<file path="config.mk">
export PLATFORM = sky130hd
export DESIGN_NAME = rcs_top
export DESIGN_NICKNAME = d
export VERILOG_FILES = /design/src/common/rcs_pkg.sv /design/src/rcs_top.sv
export SDC_FILE = /design/constraint.sdc
export NUM_CORES = 1
export LEC_CHECK = 0
export ABC_AREA = 1
export BUFFER_PORTS_ARGS = -buffer_cell sky130_fd_sc_hd__buf_2
export CORE_UTILIZATION = 30
export CTS_CLUSTER_DIAMETER = 120
export DETAILED_ROUTE_END_ITERATION = 10
export PLACE_DENSITY = 0.57
export SYNTH_ARGS = -nofsm -noshare
export SYNTH_HDL_FRONTEND = slang
export SYNTH_SLANG_ARGS = --single-unit
</file>
<file path="constraint.sdc">
create_clock -name clk -period 3 [get_ports clk]
set_input_delay 0 -clock clk [delete_from_list [all_inputs] [get_ports clk]]
set_output_delay 0 -clock clk [all_outputs]
set_load 0.02 [all_outputs]
</file>
<file path="src/common/rcs_pkg.sv">
// Package of constants and carrier types for the reset and clock switch controller.
package rcs_pkg;

	// ------------------------------------------------------------
	// Register map
	// ------------------------------------------------------------
	localparam logic [3:0] REG_SYSCTL_OFS  = 4'h0;  // system_control_two
	localparam logic [3:0] REG_TRAPCTL_OFS = 4'h4;  // watchdog_control_one trap fields
	localparam logic [3:0] REG_STATUS_OFS  = 4'h8;  // Reset cause and mode status
	localparam logic [3:0] REG_VECTOR_OFS  = 4'hc;  // Reset vector value

	// Field positions in system_control_two.
	localparam int SYSCTL_XTEN_BIT  = 6;  // low_osc_enable
	localparam int SYSCTL_XEN_BIT   = 7;  // high_osc_enable
	localparam int SYSCTL_SYSCK_BIT = 5;  // sysclk_select

	// Field positions in the trap control register.
	localparam int TRAP_TRAP_RAM_AREA_SELECT_BIT = 0;  // trap_ram_area_select
	localparam int TRAP_OUT_BIT  = 1;  // 1 = reset, 0 = interrupt
	localparam int TRAP_SFR_BIT  = 2;  // Trap on fetch from the register area

	// Reset values.
	localparam logic [7:0] SYSCTL_RST  = 8'hc0;  // Both oscillators on, fast clock
	localparam logic [2:0] TRAP_RST    = 3'h6;   // Reset response, register area traps
	localparam logic [15:0] VECTOR_ADDR = 16'hfffe;  // Start vector low byte address

	// ------------------------------------------------------------
	// Timing
	// ------------------------------------------------------------
	localparam int FC_PERIODS_MAL   = 24;  // Longest malfunction reset, fc periods
	localparam int MCYC_FC_PERIODS  = 4;   // fc periods per machine cycle
	localparam int PIN_MIN_MCYC     = 3;   // Least pin low time, machine cycles
	localparam logic [4:0] MAL_CYCLES = 5'(FC_PERIODS_MAL - 1);  // Longest rounds down
	localparam logic [4:0] PIN_CYCLES = 5'(PIN_MIN_MCYC * MCYC_FC_PERIODS);
	localparam int SYNC_SLOW_CYCLES = 4;   // Slow to fast clock alignment window
	localparam logic [2:0] SYNC_CYCLES = 3'(SYNC_SLOW_CYCLES);

	// Mode states, Gray along fast -> slow -> sync.
	typedef enum logic [1:0] {
		MODE_FAST = 2'b00,
		MODE_SLOW = 2'b01,
		MODE_SYNC = 2'b11
	} rcs_mode_type;

	// Reset cause bundle.
	typedef struct packed {
		logic pin;
		logic trap;
		logic wdt;
		logic sysclk;
	} rcs_cause_type;

	// Init values driven to the core during reset.
	typedef struct packed {
		logic        master_irq_enable;
		logic [15:0] irq_enable_flags;
		logic [15:0] irq_latches;
		logic        prescaler_clear;
		logic        watchdog_enable;
	} rcs_init_type;

endpackage : rcs_pkg

</file>
<file path="src/rcs_top.sv">
// Reset generation and slow to normal clock switch controller.
`timescale 1ns/10ps

// Behaviour
// - After the clock select is cleared the core stays on the slow clock until both clocks are aligned.
// - A low reset pin leaves slow mode and execution always resumes in the first normal mode.
// - Four reset sources exist, and trap, watchdog and clock fault are malfunction resets.
// - A malfunction reset holds the internal reset for at most 24 fast clock periods.
// - The malfunction detector is not cleared at power-up, so a short spurious reset may occur.
// - Reset loads the counter from the vector, clears interrupt state and prescaler, enables the watchdog.
// - The pin must stay low three machine cycles with a stable oscillator before reset applies.
// - When the pin rises reset is released and execution starts at the vector in the top two bytes.
// - A fetch from the register area, or from RAM when selected, raises an address trap.
// - The trap response is selectable between reset and interrupt, and so is the trap area.
// - At release the vector is read first, then the instruction at its address is fetched.
// - Clearing both oscillators, the fast one on the fast clock, or the slow one on the slow clock resets.
// - Setting the clock select picks the slow clock and clearing it picks the fast clock.
module rcs_top (
	input  wire logic                 clk,            // 25 MHz fast clock
	input  wire logic                 rst_n,          // Power-on reset, active low
	input  wire logic                 reset_pin_n,    // External reset pin, active low
	input  wire logic                 osc_stable,     // Fast oscillator stable
	input  wire logic                 wdt_reset_req,  // Watchdog reset request pulse
	input  wire logic                 fetch_valid,    // Core instruction fetch strobe
	input  wire logic                 fetch_in_sfr,   // Fetch address in register area
	input  wire logic                 fetch_in_ram,   // Fetch address in on-chip RAM
	input  wire logic [3:0]           avs_address,    // Avalon byte address
	input  wire logic                 avs_read,       // Avalon read
	input  wire logic                 avs_write,      // Avalon write
	input  wire logic [31:0]          avs_writedata,  // Avalon write data
	output logic      [31:0]          avs_readdata,   // Avalon read data
	output logic                      avs_waitrequest,// Avalon wait
	output logic                      core_reset_n,   // Internal reset, active low
	output logic                      vector_fetch,   // Reset vector read strobe
	output logic [15:0]               vector_addr,    // Address read during release
	output logic                      use_slow_clk,   // Core runs on the slow clock
	output logic                      high_osc_en,    // Fast oscillator enable
	output logic                      low_osc_en,     // Slow oscillator enable
	output logic                      trap_irq,       // Address trap interrupt pulse
	output rcs_pkg::rcs_init_type     init_values     // Init values during reset
);

	// ------------------------------------------------------------
	// Pin synchroniser
	// ------------------------------------------------------------
	logic pin_meta_q;
	logic pin_sync_q;
	logic stab_meta_q;
	logic stab_sync_q;

	// Two stages; only the second is read by the low-time counter.
	always_ff @(posedge clk or negedge rst_n) begin
		if (!rst_n) begin
			pin_meta_q  <= 1'b1;
			pin_sync_q  <= 1'b1;
			stab_meta_q <= 1'b0;
			stab_sync_q <= 1'b0;
		end else begin
			pin_meta_q  <= reset_pin_n;
			pin_sync_q  <= pin_meta_q;
			stab_meta_q <= osc_stable;
			stab_sync_q <= stab_meta_q;
		end
	end

	// ------------------------------------------------------------
	// Pin low-time counter
	// ------------------------------------------------------------
	logic [4:0] pin_cnt_q;
	logic       pin_rst_q;

	// Glitches shorter than the minimum are ignored; the count restarts when unstable.
	always_ff @(posedge clk or negedge rst_n) begin
		if (!rst_n) begin
			pin_cnt_q <= 5'h00;
			pin_rst_q <= 1'b0;
		end else if (pin_sync_q || !stab_sync_q) begin
			pin_cnt_q <= 5'h00;
			pin_rst_q <= 1'b0;
		end else if (pin_cnt_q < rcs_pkg::PIN_CYCLES - 5'h01) begin
			pin_cnt_q <= pin_cnt_q + 5'h01;
		end else begin
			pin_rst_q <= 1'b1;
		end
	end

	// ------------------------------------------------------------
	// Registers
	// ------------------------------------------------------------
	logic [7:0] sysctl_q;
	logic [2:0] trapctl_q;
	rcs_pkg::rcs_cause_type cause_q;
	logic       int_rst;

	wire sel_sys  = avs_address == rcs_pkg::REG_SYSCTL_OFS;
	wire sel_trap = avs_address == rcs_pkg::REG_TRAPCTL_OFS;
	wire wr_sys   = avs_write && sel_sys;
	wire [7:0] sys_wd = avs_writedata[7:0];

	// Software write to the clock control; internal reset restores defaults.
	always_ff @(posedge clk or negedge rst_n) begin
		if (!rst_n) begin
			sysctl_q  <= rcs_pkg::SYSCTL_RST;
			trapctl_q <= rcs_pkg::TRAP_RST;
		end else if (int_rst) begin
			sysctl_q  <= rcs_pkg::SYSCTL_RST;
			trapctl_q <= rcs_pkg::TRAP_RST;
		end else begin
			if (wr_sys) begin
				sysctl_q <= sys_wd;
			end
			if (avs_write && sel_trap) begin
				trapctl_q <= avs_writedata[2:0];
			end
		end
	end

	assign high_osc_en = sysctl_q[rcs_pkg::SYSCTL_XEN_BIT];
	assign low_osc_en  = sysctl_q[rcs_pkg::SYSCTL_XTEN_BIT];

	// ------------------------------------------------------------
	// Fault detection
	// ------------------------------------------------------------
	logic sysclk_fault;
	logic trap_hit;

	// A faulting write is detected against the bits as they stand before it.
	always_comb begin
		sysclk_fault = 1'b0;
		if (wr_sys) begin
			if (high_osc_en && low_osc_en && !sys_wd[rcs_pkg::SYSCTL_XEN_BIT]
			    && !sys_wd[rcs_pkg::SYSCTL_XTEN_BIT]) begin
				sysclk_fault = 1'b1;
			end else if (!sysctl_q[rcs_pkg::SYSCTL_SYSCK_BIT]
			    && !sys_wd[rcs_pkg::SYSCTL_XEN_BIT]) begin
				sysclk_fault = 1'b1;
			end else if (sysctl_q[rcs_pkg::SYSCTL_SYSCK_BIT]
			    && !sys_wd[rcs_pkg::SYSCTL_XTEN_BIT]) begin
				sysclk_fault = 1'b1;
			end
		end
	end

	// Trap area is the register space when enabled, plus RAM when selected.
	assign trap_hit = fetch_valid && !int_rst &&
	                  ((fetch_in_sfr && trapctl_q[rcs_pkg::TRAP_SFR_BIT]) ||
	                   (fetch_in_ram && trapctl_q[rcs_pkg::TRAP_TRAP_RAM_AREA_SELECT_BIT]));
	wire trap_rst = trap_hit && trapctl_q[rcs_pkg::TRAP_OUT_BIT];

	// Interrupt response is a one-cycle pulse.
	always_ff @(posedge clk or negedge rst_n) begin
		if (!rst_n) begin
			trap_irq <= 1'b0;
		end else begin
			trap_irq <= trap_hit && !trapctl_q[rcs_pkg::TRAP_OUT_BIT];
		end
	end

	// ------------------------------------------------------------
	// Malfunction reset timer
	// ------------------------------------------------------------
	logic [4:0] mal_cnt_q;
	logic       mal_act_q;
	wire        mal_req = trap_rst || wdt_reset_req || sysclk_fault;

	// Power-up leaves the timer armed, so one short pulse may follow power-on.
	always_ff @(posedge clk or negedge rst_n) begin
		if (!rst_n) begin
			mal_act_q <= 1'b1;
			mal_cnt_q <= 5'h00;
		end else if (mal_req && !mal_act_q) begin
			mal_act_q <= 1'b1;
			mal_cnt_q <= 5'h00;
		end else if (mal_act_q) begin
			if (mal_cnt_q >= rcs_pkg::MAL_CYCLES - 5'h01) begin
				mal_act_q <= 1'b0;
			end else begin
				mal_cnt_q <= mal_cnt_q + 5'h01;
			end
		end
	end

	assign int_rst = pin_rst_q || mal_act_q;

	// Cause flags: set by any source; a new event wins over a read clear.
	always_ff @(posedge clk or negedge rst_n) begin
		if (!rst_n) begin
			cause_q <= '0;
		end else begin
			if (avs_read && avs_address == rcs_pkg::REG_STATUS_OFS && !avs_waitrequest) begin
				cause_q <= '0;
			end
			if (pin_rst_q) cause_q.pin <= 1'b1;
			if (trap_rst) cause_q.trap <= 1'b1;
			if (wdt_reset_req) cause_q.wdt <= 1'b1;
			if (sysclk_fault) cause_q.sysclk <= 1'b1;
		end
	end

	// ------------------------------------------------------------
	// Clock mode state machine
	// ------------------------------------------------------------
	rcs_pkg::rcs_mode_type mode_q;
	logic [2:0] sync_cnt_q;

	// Clearing the clock select in slow mode goes through an alignment window on the slow clock; internal reset goes straight to fast.
	always_ff @(posedge clk or negedge rst_n) begin
		if (!rst_n) begin
			mode_q     <= rcs_pkg::MODE_FAST;
			sync_cnt_q <= 3'h0;
		end else if (int_rst) begin
			mode_q     <= rcs_pkg::MODE_FAST;
			sync_cnt_q <= 3'h0;
		end else begin
			case (mode_q)
				rcs_pkg::MODE_FAST: begin
					if (sysctl_q[rcs_pkg::SYSCTL_SYSCK_BIT]) mode_q <= rcs_pkg::MODE_SLOW;
				end
				rcs_pkg::MODE_SLOW: begin
					if (!sysctl_q[rcs_pkg::SYSCTL_SYSCK_BIT]) begin
						mode_q     <= rcs_pkg::MODE_SYNC;
						sync_cnt_q <= 3'h0;
					end
				end
				rcs_pkg::MODE_SYNC: begin
					if (sync_cnt_q == rcs_pkg::SYNC_CYCLES - 3'h1) begin
						mode_q <= rcs_pkg::MODE_FAST;
					end else begin
						sync_cnt_q <= sync_cnt_q + 3'h1;
					end
				end
				default: mode_q <= rcs_pkg::MODE_FAST;
			endcase
		end
	end

	assign use_slow_clk = mode_q != rcs_pkg::MODE_FAST;

	// ------------------------------------------------------------
	// Release sequence and core outputs
	// ------------------------------------------------------------
	logic rst_q;

	// Vector read is a pulse in the cycle where core_reset_n rises; the core fetches from it next.
	always_ff @(posedge clk or negedge rst_n) begin
		if (!rst_n) begin
			rst_q        <= 1'b1;
			core_reset_n <= 1'b0;
			vector_fetch <= 1'b0;
			vector_addr  <= rcs_pkg::VECTOR_ADDR;
			init_values  <= '{1'b0, 16'h0000, 16'h0000, 1'b1, 1'b1};
		end else begin
			rst_q        <= int_rst;
			core_reset_n <= !int_rst;
			vector_fetch <= rst_q && !int_rst;
			vector_addr  <= rcs_pkg::VECTOR_ADDR;
			init_values  <= '{1'b0, 16'h0000, 16'h0000, int_rst, 1'b1};
		end
	end

	// ------------------------------------------------------------
	// Avalon read path
	// ------------------------------------------------------------
	// Writes take no wait state; a read waits one cycle so that the registered data
	// already stands at the edge where waitrequest is seen low. Unmapped offsets read zero.
	logic rd_ack_q;

	assign avs_waitrequest = avs_read && !rd_ack_q;

	// Marks the second cycle of a read, in which the data is handed over.
	always_ff @(posedge clk or negedge rst_n) begin
		if (!rst_n) begin
			rd_ack_q <= 1'b0;
		end else begin
			rd_ack_q <= avs_read && !rd_ack_q;
		end
	end

	// Read data is captured in the first cycle of a read and held until the next one.
	always_ff @(posedge clk or negedge rst_n) begin
		if (!rst_n) begin
			avs_readdata <= 32'h0000_0000;
		end else if (avs_read && !rd_ack_q) begin
			case (avs_address)
				rcs_pkg::REG_SYSCTL_OFS:  avs_readdata <= {24'h000000, sysctl_q};
				rcs_pkg::REG_TRAPCTL_OFS: avs_readdata <= {29'h0, trapctl_q};
				rcs_pkg::REG_STATUS_OFS:  avs_readdata <= {26'h0, mode_q, cause_q};
				rcs_pkg::REG_VECTOR_OFS:  avs_readdata <= {16'h0000, rcs_pkg::VECTOR_ADDR};
				default:                  avs_readdata <= 32'h0000_0000;
			endcase
		end
	end

endmodule : rcs_top

</file>
# == Word-level counts from Yosys, hierarchy flattened ==
# Index checks and enable logic that the tools add are counted.
# word_totals
out_inout_bits,90
in_bits,46
wordCells,119
ff_bits,73
# classes
n_mux,33
n_eq_ne,12
add_sub_neg,3
order_cmp,2
reduce_logical,47
# op_table
op,n
$pmux W16 S4,1
$mux W5,5
$logic_and A1 B1 Y1,18
$reduce_bool A2 Y1,9
$mux W8,2
$mux W3,5
$mux W1,13
$ne A3 B3 Y1 const B,4
$add A5 B1 Y5 const B,2
$logic_not A1 Y1,9
$eq A4 B4 Y1 const B,2
$mux W2,4
$pmux W2 S3,1
$pmux W3 S2,1
$reduce_and A3 Y1,2
$ge A5 B5 Y1 const B,1
$logic_or A1 B1 Y1,5
$lt A5 B4 Y1 const B,1
$eq A4 B3 Y1 const B,1
$logic_not A4 Y1,1
$mux W4,1
$ne A2 B2 Y1 const B,2
$add A3 B1 Y3 const B,1
$eq A3 B2 Y1 const B,1
other kinds (5),5

# == Longest topological paths before layout ==
# Gate-level depths: netlist of run 1.
# logic_depth
depth_word,10
depth_mapped,9
depth_no_buf,9

# == Worst setup path after synthesis of run 1 ==
# No wires, ideal clock.
# synth_path
path_kind,reg2reg
startpoint,register mal_cnt_q[0]
endpoint,register mal_cnt_q[1]
synth_period_minus_slack_ps,1276
path_buffers,0
required_time_ps,2935
slack_ps,1724
stages_incl_launch_ff,9
arrival_time_ps,1211
setup_time_ps,65
path_cell_list,dfrtp_1 > inv_1 > ha_1 > nand2_1 > nand3b_1 > nand2_1 > nand2_1 > or2_2 > nand2_1
# synth_between
elab_chain_len,4
word_cells_on_any_way,7
cone_classes,add/sub (1); order compare (1); eq/ne (1); mux (3); reduce/logical (1)
# synth_lines
item,line_no,source
start: declaration,rcs_top.sv:162,logic [4:0] mal_cnt_q;
start signal: assignment,rcs_top.sv:178,mal_cnt_q <= mal_cnt_q + 5'h01;
$add A5 B1 Y5,rcs_top.sv:178,
$mux W5,rcs_top.sv:175,if (mal_cnt_q >= rcs_pkg::MAL_CYCLES - 5'h01) begin
$mux W5,rcs_top.sv:174,end else if (mal_act_q) begin
$mux W5,rcs_top.sv:171,end else if (mal_req && !mal_act_q) begin
# Several ways; a longest one is shown, not always the timed one. The select of a mux whose other input is x is not followed.
# A chain may end at the register's enable or synchronous reset.

# == Worst setup path after layout of run 1 ==
# layout_path
startpoint,register rd_ack_q
endpoint,register avs_readdata[6]
# layout_between
elab_chain_len,2
# layout_lines
item,line_no,source
start: declaration,rcs_top.sv:266,logic rd_ack_q;
start signal: assignment,rcs_top.sv:275,rd_ack_q <= avs_read && !rd_ack_q;
$logic_not A1 Y1,rcs_top.sv:283,end else if (avs_read && !rd_ack_q) begin
$logic_and A1 B1 Y1,rcs_top.sv:283,
end signal: assignment,rcs_top.sv:285,"rcs_pkg::REG_SYSCTL_OFS: avs_readdata <= {24'h000000, sysctl_q};"
end signal: assignment,rcs_top.sv:286,"rcs_pkg::REG_TRAPCTL_OFS: avs_readdata <= {29'h0, trapctl_q};"
end signal: assignment,rcs_top.sv:287,"rcs_pkg::REG_STATUS_OFS: avs_readdata <= {26'h0, mode_q, cause_q};"
end: declaration,rcs_top.sv:31,"output logic [31:0] avs_readdata,"
# No other way between the ends.

==> results of run 1 <==
-- through the flow --
step	instance area (um2)	setup WS, ns	hold WS (ns)	instances	total power [W]
floorplan	3002	1.724	-0.2956	374	0.001264
global placement	2809	1.532	0.1090	453	0.001295
detailed placement	2809	1.506	0.1084	453	0.001305
CTS	3048	1.495	0.01517	474	0.001794
global route	3048	1.325	0.05265	474	0.001890
finish	3048	1.499	0.02363	474	0.001769
-- kinds of logic after synthesis --
logic type,after synthesis,synth area share
compound gates,47,0.09560
fa+ha+maj,5,0.02266
other cells,2,0.002720
buf+inv,112,0.2546
simple gates,91,0.1581
xor+xnor,3,0.009517
flops,50,0.4567
-- synth_stat cells (all sizes together) --
cell type and instances:
dfrtp 42, and2 1, dfstp 8, o21a 1, nor2 17, o21bai 1
ha 5, nand4 5, or2 2, o211ai 1, nand2 48, o21ai 28
nand3b 1, inv 36, a21oi 10, buf 76, nor4 1, o22ai 2
o22a 4, nor3 2, nand3 14, conb 2, xor2 3
-- report_power, final --
group,internal (W),switching (W),leakage [nW],total (W)
logic,0.000146,0.000324,0.937,0.000470
clock network,0.000246,0.000223,0.0579,0.000468
registers,0.000770,0.0000603,0.634,0.000830
total,0.00116,0.000607,1.63,0.00177
-- worst max-delay path: stages, from the launching register on --
cell     delay, ns
dfrtp_1       0.38
nor2_2        0.37
inv_1         0.24
a21oi_1       0.29
a21oi_1       0.11
-- path summary, 6_finish.rpt --
kind                            start         endpoint  slack (ns)  cells past startpoint
max                          rd_ack_q  avs_readdata[6]        1.50                      4
min                         avs_write     trapctl_q[0]        0.02                      4
max reg2reg                  rd_ack_q  avs_readdata[6]        1.50                      4
min reg2reg                pin_meta_q       pin_sync_q        0.36                      0
max in group asynchronous       rst_n     trapctl_q[2]        1.84                      3
min in group asynchronous       rst_n         trap_irq        0.42                      2
-- timing repair --
item | in CTS | in global routing
hold endpoints to repair | 57 | 0
setup buffers | 0 | 0
hold buffers | 13 | 0
-- routing by layer --
metal | share of wire | routed length (um)
met4 | 0.013 | 63
met5 | 0 | 0
met3 | 0.054 | 270
met2 | 0.46 | 2299
met1 | 0.47 | 2335
-- cell type report --
cell class,instances,share of cell area
clock buffers,5,0.02258
clock inverters,3,0.01314
inverters,36,0.04434
multi-input cells,212,0.3403
flip-flops and latches,50,0.4138
well taps,108,0.04434
repair buffers,60,0.1215
-- state kept, by name, summed over array words and instances, names as in the netlist --
| signal | flops |
|---|---|
| avs_readdata | 9 |
| sysctl_q | 8 |
| mal_cnt_q | 5 |
| pin_cnt_q | 5 |
| cause_q | 4 |
| sync_cnt_q | 3 |
| trapctl_q | 3 |
| mode_q | 2 |
| core_reset_n | 1 |
| mal_act_q | 1 |
| pin_meta_q | 1 |
| pin_rst_q | 1 |
| pin_sync_q | 1 |
| rd_ack_q | 1 |
| rst_q | 1 |
| stab_meta_q | 1 |
| stab_sync_q | 1 |
| trap_irq | 1 |
| vector_fetch | 1 |
==> results.tsv, run 1 <==
stage	metric	value	unit
status	status	finished with violations	
status	violations	DRC	
detailed_routing	drc	11	
setup_path	worst_setup_path_end_kind	flip-flop	
detailed_routing	drt_iter0_drc	65	
detailed_routing	drt_pre_antenna_iters	7	
sta	period_share	0.5004	
synthesis	synth_area_leaders	dfrtp_1 (38%), buf_4 (20%), dfstp_2 (7.6%)	
global_routing	grt_pass1_vias	1777	
placement	dp.final_hpwl	3.718	mm
sta	drv_slew	0	
setup_path	critPathKind	flip-flop to flip-flop	
synthesis	yosysUniqueCellTypes	32	
clock_network	clk_pin_slew_worst_paths	0.09	ns
setup_path	crit_fanout	12	
pwr	p_leak	1.629	nW
synthesis	ys_ff_latch	50	
global_routing	grt_max_degree	49	
synthesis	syn_avg_cell_area	8.908	um2
sta	fin_worst_skew	0.005076	ns
clock_network	cts_resized	0	
synthesis	netlist_area	2761	um2
clock_network	cts.sinks	50	
detailed_routing	drt-total-wl	4.969	mm
detailed_routing	drtAntennaViolNets	0	
finish	fillerInstances	914	
global_routing	grt_usage	0.1053	
job	drv_cap	0	
finish	drive_gt1_frac	0.2158	
finish	n_antenna_cell	0	
global_routing	met3_usage	0.02577	
synthesis	yosysWarningCount	0	
die	die_w	97.94	um
clock_network	cts_root_buf	clkbuf_8	
global_routing	grt_busiest_layer	met2	
finish	multi_input_area	1037	um2
pwr	max-vdd-ir-drop	0.1658	mV
min_path	hold_path.class	input port to flip-flop	
die	core	8806	um2
pwr	p_per_area	580.3	nW/um2
synthesis	seq_area_frac_synth	0.4567	
global_routing	antenna_found_initial	0	
clock_network	clock_latency	0.30	ns
sta	finalHoldViolations	0	
setup_path	cp-start-kind	flip-flop	
finish	final_cell_mix	conb_1 (66), nand2_1 (45), buf_2 (45)	
finish	area_growth	10.38	%
placement	port_buffers	45	
setup_path	worstPathRequired	3.18	ns
global_routing	grt_pass1_wl	8.148	mm
finish	final_common_cell	conb_1	
detailed_routing	vias_per_cell	4.032	
setup_path	crit_arrival	1.68	ns
sta	layout_min_cycle_time	1.501	ns
clock_network	cts_buffers	5	
die	num_rows	34	
global_routing	grt_overflow_total	0	
global_routing	grt.met1_usage	0.1354	
global_routing	met2_usage	0.1733	
synthesis	synth_top_area_frac	0.3806	
finish	register_area	1261	um2
sta	fmax	666.1	MHz
synthesis	netlist_instances	310	
sta	setup_viol	0	
die	die_area	9592	um2
clock_network	cts_tree	built	
sta	finalSetupTns	0	ns
sta	tightest_slew	1.071	ns
detailed_routing	wl_per_cell	10.48	um
die	ios	136	
die	fp.dieH	97.94	um
detailed_routing	vias	1911	
finish	utilization	0.3461	
finish	final_nets	416	
clock_network	h-tree-depth	2	
placement	gp_congestion	0.7202	
sta	slew_headroom	0.2861	
synthesis	synth_top_cell_by_area	dfrtp_1	
sta	rsz0062_at_grt	no	
clock_network	clockBufferDepth	2	
die	start_util	0.3136	
No activity file was read; power rests on OpenSTA's default activity.
==> inputs of run 2 (changes only) <==
--- a/config.mk
+++ b/config.mk
@@ -5,7 +5,7 @@
 export SDC_FILE = /design/constraint.sdc
 export NUM_CORES = 1
 export LEC_CHECK = 0
-export ABC_AREA = 1
+export ABC_AREA = 0
 export BUFFER_PORTS_ARGS = -buffer_cell sky130_fd_sc_hd__buf_2
 export CORE_UTILIZATION = 30
 export CTS_CLUSTER_DIAMETER = 120
==> constraint.sdc (replaced) <==
create_clock -name clk -period 1.6 [get_ports clk]
set_input_delay 0 -clock clk [delete_from_list [all_inputs] [get_ports clk]]
set_output_delay 0 -clock clk [all_outputs]
set_load 0.02 [all_outputs]
==> results.tsv, run 2 <==
stage	metric	value	unit	change
status	status	finished with violations		unchanged
status	violations	DRC		unchanged
pwr	pwr-share-comb	0.262		was 0.266
sta	finalHoldViolations	0		unchanged
clock_network	h-tree-depth	2		unchanged
die	core	8806	um2	unchanged
sta	layout_min_cycle_time	1.382	ns	was 1.501 ns
sta	finalSetupTns	0	ns	unchanged
clock_network	cts_tree	built		unchanged
synthesis	synth_area_leaders	dfrtp_1 (38%), buf_4 (20%), dfstp_2 (7.6%)		unchanged
global_routing	grt.met1_usage	0.1343		was 0.1354
finish	largest_reg_flops	9		unchanged
die	fp.dieH	97.99	um	was 97.94 um
die	die_area	9601	um2	was 9592 um2
pwr	swShare	0.3336		was 0.3431
finish	final_nets	383		was 416
sta	drv_slew	0		unchanged
setup_path	critPathKind	flip-flop to flip-flop		unchanged
finish	reg_top3	avs_readdata: 9 flops, sysctl_q: 8 flops		unchanged
finish	final_cell_mix	conb_1 (66), buf_2 (45), dfrtp_1 (42)		was conb_1 (66), nand2_1 (45), buf_2 (45)
sta	fmax	723.5	MHz	was 666.1 MHz
synthesis	synth_commonest_cells	buf_4 (74), dfrtp_1 (42), nand2_1 (29)		was buf_4 (75), nand2_1 (45), dfrtp_1 (42)
die	ios	136		unchanged
pwr	p_sw	0.001105	W	was 0.0006069 W
clock_network	clk_pin_slew_worst_paths	0.09	ns	about the same
min_path	hold_path.class	input port to flip-flop		unchanged
setup_path	crit_fanout	5		was 12
global_routing	grt_max_degree	51		was 49
sta	setup_viol	0		unchanged
finish	regMostFlops	avs_readdata		unchanged
clock_network	cts_setup_buffers	0		unchanged
pwr	max-vdd-ir-drop	0.6140	mV	was 0.1658 mV
synthesis	synth_top_family_by_area	buffers and inverters		unchanged
global_routing	met2_usage	0.1528		was 0.1733
synthesis	synth-simple-area-share	0.1363		was 0.1581
synthesis	seq_area_frac_synth	0.4563		was 0.4567
setup_path	crit_chain	mux2i_1 -> nand4_1 -> a31oi_4 -> nor2_1		was nor2_2 -> inv_1 -> a21oi_1 -> a21oi_1
finish	drive_gt1_frac	0.2252		was 0.2158
synthesis	synth-main-ff-cell	dfrtp_1		unchanged
pwr	p_leak	1.576	nW	was 1.629 nW
setup_path	worstPathRequired	1.79	ns	was 3.18 ns
synthesis	synth_top_cell_by_area	dfrtp_1		unchanged
pwr	p_per_area	1078	nW/um2	was 580.3 nW/um2
sta	fin_worst_skew	0.009761	ns	was 0.005076 ns
setup_path	crit_arrival	1.57	ns	was 1.68 ns
clock_network	cts_resized	0		unchanged
synthesis	syn_avg_cell_area	10.01	um2	was 8.908 um2
synthesis	netlist_area	2764	um2	was 2761 um2
pwr	sequentialPowerShare	0.472		was 0.469
detailed_routing	wl_per_cell	10.44	um	was 10.48 um
detailed_routing	vias	1794		was 1911
clock_network	cts_root_buf	clkbuf_8		unchanged
placement	gp_congestion	0.7322		was 0.7202
clock_network	cts.sinks	50		unchanged
job	drv_cap	0		unchanged
clock_network	clockBufferDepth	2		unchanged
sta	tightest_slew	0.6112	ns	was 1.071 ns
die	num_rows	34		unchanged
synthesis	synthMuxAreaShare	0.05885		was 0
pwr	power.internal	0.002207	W	was 0.001162 W
synthesis	synth_xor_area_frac	0.01584		was 0.009515
setup_path	cp_slowest_cell	dfrtp_1		unchanged
finish	final_common_cell	conb_1		unchanged
global_routing	grt_pass1_vias	1578		was 1777
die	start_util	0.3139		was 0.3136
placement	port_buffers	45		unchanged
global_routing	grt_usage	0.09928		was 0.1053
setup_path	worst_setup_path_end_kind	flip-flop		unchanged
detailed_routing	drt-total-wl	4.602	mm	was 4.969 mm
global_routing	met3_usage	0.02434		was 0.02577
synthesis	synth_top_area_frac	0.3803		was 0.3806
finish	area_growth	11.18	%	was 10.38%
sta	layout_setup_ws	0.2178	ns	was 1.499 ns
synthesis	synth_compound_area_frac	0.08465		was 0.09560
global_routing	antenna_found_initial	0		unchanged
detailed_routing	drt_pre_antenna_iters	8		was 7
synthesis	synth_most_common_cell	buf_4		unchanged
sta	slew_headroom	0.5925		was 0.2861
detailed_routing	vias_per_cell	4.068		was 4.032
global_routing	grt_busiest_layer	met2		unchanged
global_routing	grt_overflow_total	0		unchanged
synthesis	yosysUniqueCellTypes	42		was 32
placement	dp_worst_setup_slack	0.2180	ns	was 1.506 ns
clock_network	cts_buffers	5		unchanged
die	die_w	97.99	um	was 97.94 um
detailed_routing	drc	12		was 11
synthesis	synth-adder-area-share	0.02263		was 0.02266
global_routing	grt_pass1_wl	7.610	mm	was 8.148 mm
detailed_routing	drt_iter0_drc	40		was 65
synthesis	synth_edf_count	0		unchanged
synthesis	yosysWarningCount	0		unchanged
synthesis	netlist_instances	276		was 310
clock_network	clock_latency	0.30	ns	about the same
sta	period_share	0.8639		was 0.5004
synthesis	ys_ff_latch	50		unchanged
setup_path	cp-start-kind	flip-flop		unchanged
detailed_routing	drtAntennaViolNets	0		unchanged
placement	dp.final_hpwl	3.488	mm	was 3.718 mm
synthesis	async_flop_share	1.000		unchanged
finish	n_antenna_cell	0		unchanged
sta	rsz0062_at_grt	no		unchanged
setup_path	max_stage_delay	0.44	ns	was 0.38 ns
pwr	clkPwrFrac	0.266		was 0.265
-- run 2: cell types whose count changed after synthesis, moves of 4 or more --
| cell | previous run | this run |
|---|---|---|
| o221ai_1 | 0 | 5 |
| nand3_1 | 13 | 2 |
| nand2_1 | 45 | 29 |
| inv_1 | 34 | 9 |
| nand2b_1 | 0 | 4 |
| nor2b_1 | 0 | 4 |
| o22a_1 | 4 | 0 |
| mux2i_1 | 0 | 14 |
| o21ai_0 | 26 | 10 |
| nor2_1 | 11 | 18 |
-- run 2: what timing repair did --
item	4_1_cts	5_1_grt
hold buffers	13	0
setup endpoints to repair	0	0
hold endpoints to repair	58	0
-- run 2: layout make-up --
cell class	count	area, um2
tap	108	135.1
inverter	10	42.54
fill	894	5733
sequential	50	1261
timing repair buffer	63	392.9
multi-input combinational	202	1127
clock buffer	5	68.82
clock inverter	3	45.04
-- run 2: final timing paths --
check                                        end            from  slack (ns)  cells past startpoint
worst max-delay path                mal_cnt_q[3]     sysctl_q[5]        0.22                      4
worst min-delay path            avs_readdata[14]  avs_address[3]        0.06                      3
worst max register to register      mal_cnt_q[3]     sysctl_q[5]        0.22                      4
worst min register to register       stab_sync_q     stab_meta_q        0.35                      0
max in group asynchronous        avs_readdata[6]           rst_n        0.87                      3
min in group asynchronous            sysctl_q[1]           rst_n        0.33                      3
-- run 2: metrics by stage --
| stage | hold WS, ns | power [W] | area [um2] | cells | utilization |
|---|---|---|---|---|---|
| 2_1_floorplan | -0.2956 | 0.002345 | 3004 | 340 | - |
| 5_1_grt | 0.06295 | 0.003535 | 3073 | 441 | 0.3490 |
| 4_1_cts | 0.04365 | 0.003365 | 3073 | 441 | 0.3490 |
| 3_3_place_gp | 0.1049 | 0.002435 | 2829 | 420 | 0.3213 |
| 6_report | 0.05664 | 0.003312 | 3073 | 441 | 0.3490 |
| 3_5_place_dp | 0.1061 | 0.002443 | 2829 | 420 | 0.3213 |
-- run 2: cells by family after synthesis --
logic type	Yosys count
buf+inv	88
simple gates	75
flops	50
compound gates	35
mux	16
fa+ha+maj	5
xor+xnor	5
other cells	2
-- run 2: worst max-delay path, delay by kind of cell, from the launching register on --
kind / cells / cell delay (ns)
AND/OR/NAND/NOR: 2 / 0.32
flip-flops: 1 / 0.44
multiplexers: 1 / 0.22
AO/OA/AOI/OAI: 1 / 0.29
-- run 2: per-layer routing --
layer / wire (um) / part of all wire
met1: 2112 / 0.46
met4: 74 / 0.016
met5: 0 / 0
met3: 256 / 0.056
met2: 2158 / 0.47
-- run 2: power by group through the flow --
stage | Clock (W) | Combinational (W) | Sequential [W]
4_1_cts | 0.000921 | 0.000879 | 0.00157
3_3_place_gp | 0 | 0.000850 | 0.00158
6_report | 0.000880 | 0.000868 | 0.00156
2_1_floorplan | 0 | 0.000738 | 0.00161
5_1_grt | 0.000966 | 0.000975 | 0.00159
3_5_place_dp | 0 | 0.000852 | 0.00159
